==> config.mk <==
export PLATFORM = sky130hd
export DESIGN_NAME = audio_codec_digital_core
export DESIGN_NICKNAME = d
export VERILOG_FILES = /design/src/design/codec_core_pkg.sv /design/src/design/sample_buffer.sv /design/src/design/audio_codec_digital_core.sv
export VERILOG_INCLUDE_DIRS = /design/src /design/src/design
export SDC_FILE = /design/constraint.sdc
export NUM_CORES = 1
export LEC_CHECK = 0
export BUFFER_PORTS_ARGS = -buffer_cell sky130_fd_sc_hd__buf_2
export CELL_PAD_IN_SITES_DETAIL_PLACEMENT = 0
export CELL_PAD_IN_SITES_GLOBAL_PLACEMENT = 1
export CORE_MARGIN = 4
export CORE_UTILIZATION = 40
export CTS_CLUSTER_DIAMETER = 50
export DETAILED_ROUTE_END_ITERATION = 6
export GPL_TIMING_DRIVEN = 0
export PLACE_DENSITY_LB_ADDON = 0.1
export SETUP_SLACK_MARGIN = 0.3
export SYNTH_ARGS = -nofsm -noshare
export SYNTH_HDL_FRONTEND = slang
export SYNTH_HIERARCHICAL = 1
export SYNTH_SLANG_ARGS = --single-unit
export TNS_END_PERCENT = 100
==> constraint.sdc <==
create_clock -name core_clk -period 7.5 [get_ports core_clk]
set_clock_uncertainty 0.15 [all_clocks]
set_input_delay 1.125 -clock core_clk [delete_from_list [all_inputs] [get_ports core_clk]]
set_output_delay 1.125 -clock core_clk [all_outputs]
set_load 0.05 [all_outputs]
==> src/design/codec_core_defines.svh <==
// Constants for the audio codec digital core
// Behaviour
// - Peak level is 6 bits, 1 dB steps
// - Peak held until read, read clears it
// - Master/slave pin sets ADC clock direction
// - Decimator oversamples 128 or 64
// - ADC channels share bit and frame clock
// - Three serial DAC inputs share clocks
// - Six attenuators with 1024 linear steps
// - Packed mode carries six channels one input
// - Replicate copies first pair to others
// - 192 kHz accepted on first pair only
// - Two's complement, 16/20/24 bit words
// - Clock scaler x2 default, x1 or x2/3
// - Scaler writes applied in first 3072 clocks
// - Interpolator 8x/4x/2x from rate code
// - ADC rate internal/512, or /256 if set
// - Reset pin restores register defaults
// - Init clears memories for 20 frames
// - 16-bit frame: addr, r/w, zero, data
// - Peak registers are read-only
`ifndef CODEC_CORE_DEFINES_SVH
`define CODEC_CORE_DEFINES_SVH
`define ADDR_DAC_CTRL1 4'h0
`define ADDR_DAC_CTRL2 4'h1
`define ADDR_DAC_VOL0 4'h2
`define ADDR_ADC_PEAK0 4'hA
`define ADDR_ADC_PEAK1 4'hB
`define ADDR_ADC_CTRL1 4'hC
`define ADDR_ADC_CTRL2 4'hD
`define ADDR_ADC_CTRL3 4'hE
`define FRAME_ADDR_HI 15
`define FRAME_RW_BIT 11
`define FRAME_ZERO_BIT 10
`define DAC_RATE_LO 0
`define DAC_WIDTH_LO 3
`define DAC_PACKED_BIT 5
`define DAC_REPL_BIT 1
`define ADC_RATE_BIT 6
`define ADC_WIDTH_LO 4
`define SCALER_LO 0
`define RESET_VOL 10'h3FF
`define RESET_CTRL 10'h000
`define SCALE_WINDOW 3072
`define INIT_FRAMES 20
`define PEAK_MIN 6'h3F
`define OSR_48K 128
`define OSR_96K 64
`endif

==> src/design/codec_core_pkg.sv <==
// Types for the audio codec digital core
package codec_core_pkg;
  typedef enum logic [1:0] {RATE_48K, RATE_96K, RATE_192K, RATE_RSVD} dac_rate_type;
  typedef enum logic [1:0] {SCALE_X2, SCALE_X1, SCALE_X2_3, SCALE_RSVD} scaler_type;
  typedef enum {INIT_CLEAR, RUNNING} core_state_type;
endpackage

==> src/design/sample_buffer.sv <==
// Two-entry valid/ready buffer for DAC sample words
`timescale 1ns/1ps
module sample_buffer
  import codec_core_pkg::*;
(
  input wire logic core_clk,
  input wire logic rst_n,
  input wire logic inValid,
  output logic inReady,
  input wire logic [23:0] inData,
  input wire logic [2:0] inChan,
  output logic outValid,
  input wire logic outReady,
  output logic [23:0] outData,
  output logic [2:0] outChan
);
  logic [26:0] slot [0:1];
  logic rdPtr;
  logic wrPtr;
  logic [1:0] count;

  assign inReady = (count != 2'd2);
  assign outValid = (count != 2'd0);
  assign outData = slot[rdPtr][23:0];
  assign outChan = slot[rdPtr][26:24];

  always_ff @(posedge core_clk or negedge rst_n)
    if (!rst_n)
    begin
      slot[0] <= 27'h0;
      slot[1] <= 27'h0;
      wrPtr <= 1'b0;
    end
    else if (inValid && inReady)
    begin
      slot[wrPtr] <= {inChan, inData};
      wrPtr <= ~wrPtr;
    end

  always_ff @(posedge core_clk or negedge rst_n)
    if (!rst_n)
      rdPtr <= 1'b0;
    else if (outValid && outReady)
      rdPtr <= ~rdPtr;

  always_ff @(posedge core_clk or negedge rst_n)
    if (!rst_n)
      count <= 2'd0;
    else
      count <= count + 2'(inValid && inReady) - 2'(outValid && outReady);
endmodule

==> src/design/audio_codec_digital_core.sv <==
// Digital core: control frames, clocking, DAC path and ADC peak detectors
`timescale 1ns/1ps
`include "codec_core_defines.svh"
module audio_codec_digital_core
  import codec_core_pkg::*;
(
  input wire logic core_clk,
  input wire logic powerdown_reset_n,
  input wire logic ctrlValid,
  input wire logic [15:0] ctrlFrame,
  output logic [9:0] ctrlReadData,
  output logic ctrlReadValid,
  input wire logic masterSelect_n,
  output logic adc_bit_clock_o,
  output logic adc_bit_clock_oe,
  input wire logic adc_bit_clock_i,
  output logic adc_frame_clock_o,
  output logic adc_frame_clock_oe,
  input wire logic adc_frame_clock_i,
  input wire logic adcSampleValid,
  input wire logic [23:0] adcLeft,
  input wire logic [23:0] adcRight,
  input wire logic dacWordValid,
  output logic dacWordReady,
  input wire logic [23:0] dacWord,
  input wire logic [2:0] dacWordChan,
  output logic dacOutValid,
  input wire logic dacOutReady,
  output logic [23:0] dacOutData,
  output logic [2:0] dacOutChan,
  output logic [9:0] dacOutGain,
  output logic [3:0] interpRatio,
  output logic [7:0] decimRatio,
  output logic [1:0] clockScale,
  output logic initBusy
);
  logic rst_n;
  assign rst_n = powerdown_reset_n;

  ////////////////////////////////////////////////////////////////////////////
  // Helpers

  // Whole-dB attenuation from magnitude: 20log10(2)=6.02, so leading-zero count
  // times 6 plus a coarse mantissa step. Cheap, at most about 1 dB off.
  function automatic logic [5:0] mag_to_db(input logic [22:0] mag);
    logic [5:0] db;
    logic [22:0] m;
    integer lz;
    db = `PEAK_MIN;
    m = mag;
    lz = 23;
    for (int i = 0; i < 23; i++)
      if (m[i])
        lz = 22 - i;
    if (lz < 23)
    begin
      m = mag << lz;
      db = 6'(lz * 6);
      if (m[21:20] == 2'b00)
        db = 6'(lz * 6 + 5);
      else if (m[21:20] == 2'b01)
        db = 6'(lz * 6 + 3);
      else if (m[21:20] == 2'b10)
        db = 6'(lz * 6 + 2);
      if (lz >= 10)
        db = `PEAK_MIN;
    end
    return db;
  endfunction

  // Magnitude of a two's complement sample, negative full scale saturates
  function automatic logic [22:0] magnitude(input logic [23:0] s);
    logic [23:0] n;
    n = s[23] ? (~s + 24'h1) : s;
    return n[23] ? 23'h7FFFFF : n[22:0];
  endfunction

  // Keep the top bits of the chosen word width, zero the rest
  function automatic logic [23:0] trim_width(input logic [23:0] s, input logic [1:0] w);
    case (w)
      2'b01: trim_width = {s[23:4], 4'h0};
      2'b10: trim_width = {s[23:8], 8'h00};
      default: trim_width = s;
    endcase
  endfunction

  ////////////////////////////////////////////////////////////////////////////
  // Control registers

  logic [9:0] dacCtrl1;
  logic [9:0] dacCtrl2;
  logic [9:0] dacVol [0:5];
  logic [9:0] adcCtrl1;
  logic [9:0] adcCtrl2;
  logic [9:0] adcCtrl3;
  logic [5:0] peak0;
  logic [5:0] peak1;
  logic [3:0] frameAddr;
  logic frameRead;
  logic writeOk;
  logic [11:0] scaleCount;
  logic scaleOpen;

  assign frameAddr = ctrlFrame[`FRAME_ADDR_HI -: 4];
  assign frameRead = ctrlFrame[`FRAME_RW_BIT];
  // Bit 10 set marks an illegal frame, ignored as a write
  assign writeOk = ctrlValid && !frameRead && !ctrlFrame[`FRAME_ZERO_BIT];

  always_ff @(posedge core_clk or negedge rst_n)
    if (!rst_n)
      scaleCount <= 12'h0;
    else if (scaleOpen)
      scaleCount <= scaleCount + 12'h1;

  assign scaleOpen = (scaleCount < 12'(`SCALE_WINDOW));

  always_ff @(posedge core_clk or negedge rst_n)
    if (!rst_n)
    begin
      dacCtrl1 <= `RESET_CTRL;
      dacCtrl2 <= `RESET_CTRL;
      adcCtrl1 <= `RESET_CTRL;
      adcCtrl2 <= `RESET_CTRL;
      adcCtrl3 <= `RESET_CTRL;
      for (int i = 0; i < 6; i++)
        dacVol[i] <= `RESET_VOL;
    end
    else if (writeOk)
    begin
      case (frameAddr)
        `ADDR_DAC_CTRL1: dacCtrl1 <= ctrlFrame[9:0];
        `ADDR_DAC_CTRL2: dacCtrl2 <= ctrlFrame[9:0];
        `ADDR_ADC_CTRL1: adcCtrl1 <= ctrlFrame[9:0];
        `ADDR_ADC_CTRL2: adcCtrl2 <= ctrlFrame[9:0];
        // Scaler bits only take effect inside the post-reset window
        `ADDR_ADC_CTRL3: adcCtrl3 <= scaleOpen ? ctrlFrame[9:0]
                                   : {ctrlFrame[9:2], adcCtrl3[1:0]};
        // Peak addresses fall to default: writes dropped
        default:
          if (frameAddr >= `ADDR_DAC_VOL0 && frameAddr < 4'(`ADDR_DAC_VOL0 + 6))
            dacVol[3'(frameAddr - `ADDR_DAC_VOL0)] <= ctrlFrame[9:0];
      endcase
    end

  ////////////////////////////////////////////////////////////////////////////
  // Readback; a peak read also clears it

  logic readPeak0;
  logic readPeak1;
  assign readPeak0 = ctrlValid && frameRead && frameAddr == `ADDR_ADC_PEAK0;
  assign readPeak1 = ctrlValid && frameRead && frameAddr == `ADDR_ADC_PEAK1;

  always_ff @(posedge core_clk or negedge rst_n)
    if (!rst_n)
    begin
      ctrlReadData <= 10'h000;
      ctrlReadValid <= 1'b0;
    end
    else
    begin
      ctrlReadValid <= ctrlValid && frameRead;
      if (ctrlValid && frameRead)
        case (frameAddr)
          `ADDR_DAC_CTRL1: ctrlReadData <= dacCtrl1;
          `ADDR_DAC_CTRL2: ctrlReadData <= dacCtrl2;
          `ADDR_ADC_PEAK0: ctrlReadData <= {4'h0, peak0};
          `ADDR_ADC_PEAK1: ctrlReadData <= {4'h0, peak1};
          `ADDR_ADC_CTRL1: ctrlReadData <= adcCtrl1;
          `ADDR_ADC_CTRL2: ctrlReadData <= adcCtrl2;
          `ADDR_ADC_CTRL3: ctrlReadData <= adcCtrl3;
          default:
            if (frameAddr >= `ADDR_DAC_VOL0 && frameAddr < 4'(`ADDR_DAC_VOL0 + 6))
              ctrlReadData <= dacVol[3'(frameAddr - `ADDR_DAC_VOL0)];
            else
              ctrlReadData <= 10'h000;
        endcase
    end

  ////////////////////////////////////////////////////////////////////////////
  // Clocking and rates

  dac_rate_type dacRate;
  scaler_type scaler;
  logic adcFast;
  assign dacRate = dac_rate_type'(dacCtrl1[`DAC_RATE_LO +: 2]);
  assign scaler = scaler_type'(adcCtrl3[`SCALER_LO +: 2]);
  assign adcFast = adcCtrl1[`ADC_RATE_BIT];

  always_ff @(posedge core_clk or negedge rst_n)
    if (!rst_n)
    begin
      interpRatio <= 4'd8;
      decimRatio <= 8'(`OSR_48K);
      clockScale <= 2'd0;
    end
    else
    begin
      case (dacRate)
        RATE_96K: interpRatio <= 4'd4;
        RATE_192K: interpRatio <= 4'd2;
        default: interpRatio <= 4'd8;
      endcase
      decimRatio <= adcFast ? 8'(`OSR_96K) : 8'(`OSR_48K);
      // Reserved scaler code falls back to x2, the safe default
      clockScale <= (scaler == SCALE_RSVD) ? 2'd0 : 2'(scaler);
    end

  // ADC clocks: frame = bit/64; bit clock period 8 or 4 core cycles,
  // giving frame period 512 or 256 core cycles
  logic [8:0] adcDiv;
  always_ff @(posedge core_clk or negedge rst_n)
    if (!rst_n)
      adcDiv <= 9'h0;
    else
      adcDiv <= adcDiv + (adcFast ? 9'd2 : 9'd1);

  // One counter drives both so they stay locked to the sample rate
  always_ff @(posedge core_clk or negedge rst_n)
    if (!rst_n)
    begin
      adc_bit_clock_o <= 1'b0;
      adc_frame_clock_o <= 1'b0;
    end
    else
    begin
      adc_bit_clock_o <= adcDiv[2];
      adc_frame_clock_o <= adcDiv[8];
    end

  // Low on the select pin makes the device master
  assign adc_bit_clock_oe = !masterSelect_n;
  assign adc_frame_clock_oe = !masterSelect_n;

  // Frame edges for init timing, from whichever side owns the clock
  logic frameNow;
  logic frameLast;
  logic frameEdge;
  assign frameNow = masterSelect_n ? adc_frame_clock_i : adc_frame_clock_o;
  always_ff @(posedge core_clk or negedge rst_n)
    if (!rst_n)
      frameLast <= 1'b0;
    else
      frameLast <= frameNow;
  assign frameEdge = frameNow && !frameLast;

  ////////////////////////////////////////////////////////////////////////////
  // Initialization

  core_state_type state;
  logic [4:0] initFrames;
  always_ff @(posedge core_clk or negedge rst_n)
    if (!rst_n)
    begin
      state <= INIT_CLEAR;
      initFrames <= 5'd0;
    end
    else
      case (state)
        INIT_CLEAR:
          if (frameEdge)
          begin
            initFrames <= initFrames + 5'd1;
            if (initFrames == 5'(`INIT_FRAMES - 1))
              state <= RUNNING;
          end
        RUNNING: state <= RUNNING;
        default: state <= INIT_CLEAR;
      endcase

  assign initBusy = (state == INIT_CLEAR);

  ////////////////////////////////////////////////////////////////////////////
  // Peak detectors, cleared by init and on read

  logic [5:0] sampleDb0;
  logic [5:0] sampleDb1;
  assign sampleDb0 = mag_to_db(magnitude(adcLeft));
  assign sampleDb1 = mag_to_db(magnitude(adcRight));

  // A sample in the read cycle starts the new peak, so no event is lost
  always_ff @(posedge core_clk or negedge rst_n)
    if (!rst_n)
    begin
      peak0 <= `PEAK_MIN;
      peak1 <= `PEAK_MIN;
    end
    else if (initBusy)
    begin
      peak0 <= `PEAK_MIN;
      peak1 <= `PEAK_MIN;
    end
    else
    begin
      if (readPeak0)
        peak0 <= adcSampleValid ? sampleDb0 : `PEAK_MIN;
      else if (adcSampleValid && sampleDb0 < peak0)
        peak0 <= sampleDb0;
      if (readPeak1)
        peak1 <= adcSampleValid ? sampleDb1 : `PEAK_MIN;
      else if (adcSampleValid && sampleDb1 < peak1)
        peak1 <= sampleDb1;
    end

  ////////////////////////////////////////////////////////////////////////////
  // DAC sample path

  // Channel code: 0..5 = pair*2 + right. Serial mode uses pairs 0..2 on three
  // inputs; packed mode carries all six on one input
  logic packedMode;
  logic replicate;
  logic acceptWord;
  logic [2:0] effChan;
  logic [23:0] trimmed;
  logic bufInValid;
  logic bufInReady;
  logic [23:0] bufData;
  logic [2:0] bufChan;
  logic [2:0] replStep;
  logic [2:0] outChan;
  logic popWord;

  assign packedMode = dacCtrl1[`DAC_PACKED_BIT];
  assign replicate = dacCtrl2[`DAC_REPL_BIT];
  // 192 kHz words beyond the first pair are dropped; packed not offered there
  assign acceptWord = !(dacRate == RATE_192K && (dacWordChan > 3'd1 || packedMode));
  assign effChan = dacWordChan;
  assign trimmed = trim_width(dacWord, dacCtrl1[`DAC_WIDTH_LO +: 2]);
  assign bufInValid = dacWordValid && !initBusy && acceptWord && dacWordChan < 3'd6;
  // Dropped words are consumed at once so the source never hangs
  assign dacWordReady = !initBusy && (bufInReady || !acceptWord || dacWordChan >= 3'd6);

  sample_buffer buffer
  (
    .core_clk(core_clk),
    .rst_n(rst_n),
    .inValid(bufInValid),
    .inReady(bufInReady),
    .inData(trimmed),
    .inChan(effChan),
    .outValid(dacOutValid),
    .outReady(popWord),
    .outData(bufData),
    .outChan(bufChan)
  );

  // Replicate re-issues a first-pair word to pairs 1 and 2 before popping
  assign outChan = bufChan + replStep;
  assign popWord = dacOutReady && (!(replicate && bufChan < 3'd2) || replStep == 3'd4);

  always_ff @(posedge core_clk or negedge rst_n)
    if (!rst_n)
      replStep <= 3'd0;
    else if (dacOutValid && dacOutReady)
      replStep <= popWord ? 3'd0 : replStep + 3'd2;

  always_comb
  begin
    dacOutData = bufData;
    dacOutChan = outChan;
    dacOutGain = dacVol[outChan < 3'd6 ? outChan : 3'd0];
  end
endmodule

==> results_dict.tcl <==
set metrics [dict create \
    routedWlPerCell_um 20.17 \
    initial_core_util_pct 40.69 \
    yosys.area_share.simple_pct 16.12 \
    ys_seq_elements 230 \
    grtUsageTotal_pct 20.74 \
    synth.avg_cell_area_sq_um 10.15 \
    criticalPathCategory "input port to flip-flop" \
    grt_overflow_total 0 \
    path_buf_inv 4 \
    synth_mux_area_share_pct 19.91 \
    dp_slack_ps -876.5 \
    viasPerCell 5.786 \
    hold_class "flip-flop to flip-flop" \
    async_reset_ff_share_pct 100.0 \
    holdWs_ps 252.7 \
    hold-path-cell-count 0 \
    worst_pin_slew_ps 1308 \
    dp_hpwl_mm 34.49 \
    fin_crit_sh_pct 92.73 \
    relSlewSlack_pct 12.59 \
    synth_ff_type "dfrtp_1" \
    p_sw_w 0.002415 \
    synth_compound_area_share_pct 15.36 \
    fmax_ghz 0.1438 \
    fin_ws_ps 545.6 \
    insertion_delay_ps 540 \
    ys.warnings.count 6 \
    cts_root_buf "clkbuf_16" \
    min_period_ps 6954 \
    cp_max_fo 9 \
    p_comb_share_pct 46.8 \
    rsz0062_at_grt "no" \
    max_stage_delay_ps 590 \
    synth-edff-count 0 \
    vias 13600 \
    synth_top_area_cell "dfrtp_1" \
    cts_buffer_depth 3 \
    areaGrowthSynthToFinish_pct 18.18 \
    final_hold_viol_count 0 \
    p_int_w 0.003388 \
    total_power_w 0.005803 \
    synth_cell_type_count 117 \
    final-max-slew-violation-count 0 \
    power_density_nw_per_um2 302.3 \
    slowest_stage "or4_4" \
    holdCritStartpoint "adcDiv[8]" \
    cts_tree "done" \
    reg2reg_depth 11 \
    switching_share_pct 41.62 \
    vdd_drop_max_uv 204.8 \
    outcome "completed" \
    ys_top_cells_by_area "dfrtp_1, dfstp_2, mux2_2" \
    wl_mm 47.42 \
    drive_above_1_share_pct 35.95 \
    final-setup-viol-count 0 \
    numClockSinks 230 \
    setup_tns_ps 0 \
    yosys-top-cells-count "mux2_2, dfrtp_1, nand2_1" \
    ys_seq_area_share_pct 36.00 \
    numCtsBuffers 26 \
    synth.most_common_cell "mux2_2" \
    grt_antenna_before_repair 1 \
    drc 0 \
    synth_xor_area_share_pct 3.667 \
    holdPathEnd "adc_frame_clock_o" \
    r2r_slack_ps 4160 \
    yosysTopAreaCellShare_pct 24.03 \
    required_ps 7810 \
    place_congestion 0.8504 \
    crit_arrival_ps 7270 \
    crit_path_start_kind "input port" \
    r2r-end "buffer/count[1]" \
    io_pins 169 \
    synthAdderAreaFrac_pct 3.821 \
    timing.rr.start "buffer/rdPtr" \
    die_h_um 209.5 \
    cts.hold.buffers_added 0 \
    maxCapViolCount 0 \
    grt_pass1_vias 13460 \
    cp-end-kind "flip-flop" \
    port_buffers 144 \
    cts.clk_slew.worst_paths_ps 60 \
    cpLargestDelayFamily "simple AND/OR/NAND/NOR gates" \
    die_area_sq_um 43900 \
    synth_top_family_by_area "multiplexers" \
    layout.nets 1952 \
    drt_first_iter_violations 928 \
    first_pass_iters 5 \
    leakagePower_nw 8.209 \
    cts-htree-levels 1 \
    grt_max_degree 120 \
    clockPowerShare_pct 22.3 \
    grt_pass1_wl_mm 75.27 \
    synthesis.area_sq_um 16240 \
    rows 73 \
    die_w_um 209.5 \
    pwr-share-seq_pct 30.9 \
    ant_nets 0 \
    cp_num_cells 27 \
    core_area_sq_um 39910 \
    synthCells 1601 \
]
power groups by stage:
stage               logic, W  clock network, W  registers [W]
detailed placement   0.00267                 0        0.00181
floorplan            0.00201                 0        0.00180
global placement     0.00265                 0        0.00180
finish               0.00272           0.00129        0.00179
CTS                  0.00269           0.00133        0.00179
global route         0.00292           0.00138        0.00184
registers in the layout, indices dropped and copies added (netlist names), 3 cells and up:
signal        flops
interpRatio       3
adcCtrl1         10
initFrames        5
adcDiv            9
buffer/slot      54
peak1             6
adcCtrl2         10
dacVol           60
scaleCount       12
dacCtrl1         10
peak0             6
dacCtrl2         10
ctrlReadData     10
adcCtrl3         10
how the worst max path moves through the flow:
stage            startpoint       end  slack [ps]
2_1_floorplan  adcRight[15]  peak1[2]         590
3_3_place_gp     adcLeft[2]  peak0[3]        -830
6_report       adcRight[19]  peak1[4]         550
5_1_grt        adcRight[19]  peak1[4]         290
4_1_cts          adcLeft[0]  peak0[3]         320
3_5_place_dp     adcLeft[2]  peak0[3]        -880
cells by family (layout without fill, tap and decap cells):
family / count (synthesis) / in the layout
flops: 230 / 230
fa+ha+maj: 48 / 48
buf+inv: 177 / 394
simple gates: 474 / 474
compound gates: 337 / 338
xor+xnor: 68 / 68
mux: 266 / 266
other cells: 1 / 8
area by class of cell:
| cell class | instances | area [sq um] |
|---|---|---|
| Inverter | 69 | 259.0 |
| Antenna cell | 1 | 2.502 |
| Clock inverter | 10 | 97.59 |
| Timing Repair Buffer | 169 | 938.4 |
| Fill cell | 3791 | 20720 |
| Buffer | 108 | 595.6 |
| Sequential cell | 230 | 5848 |
| Tap cell | 525 | 656.9 |
| Multi-Input combinational cell | 1201 | 10010 |
| Clock buffer | 38 | 788.3 |
placed cells by master, fill, tap and decap left out, types with 16 or more instances in the layout:
cell and n:
o211ai_1 21, and2_1 17, clkbuf_1 65, buf_4 34, a31oi_1 22, nor2_1 90, nand2b_1 16, nor3_1 38
nand4_1 18, o21ai_0 50, xor2_1 25, mux2_2 167, ha_1 43, mux2_4 40, inv_1 65, a22oi_1 24
mux2i_1 45, nor4_1 18, nand2_1 103, nand3_1 36, clkbuf_16 28, dfrtp_1 156, a21oi_1 38, dfstp_2 74
buf_2 151, nor2b_1 16, xnor2_1 40
stage by stage:
step                instances  cell area (sq um)  util [%]
detailed placement       2277              17680     44.30
finish                   2351              19200     48.09
floorplan                1607              16270         -
global placement         2276              17640     44.20
CTS                      2325              18730     46.92
global route             2351              19200     48.09
timing repair:
action                                  CTS  global route
cloned                                    0             1
pin swaps                                 0            14
endpoints found under the setup margin   12            12
setup buffers                             0            24
gates resized for setup                  32            74
metal layers:
layer | vias up | track usage, % | routed length [um]
met4 | 0 | 4.478 | 865
met3 | 61 | 1.644 | 1854
li1 | 6404 | - | -
met2 | 352 | 35.31 | 23020
met5 | - | 0 | 0
met1 | 6786 | 29.09 | 21680
Power figures use the tool's default switching activity.
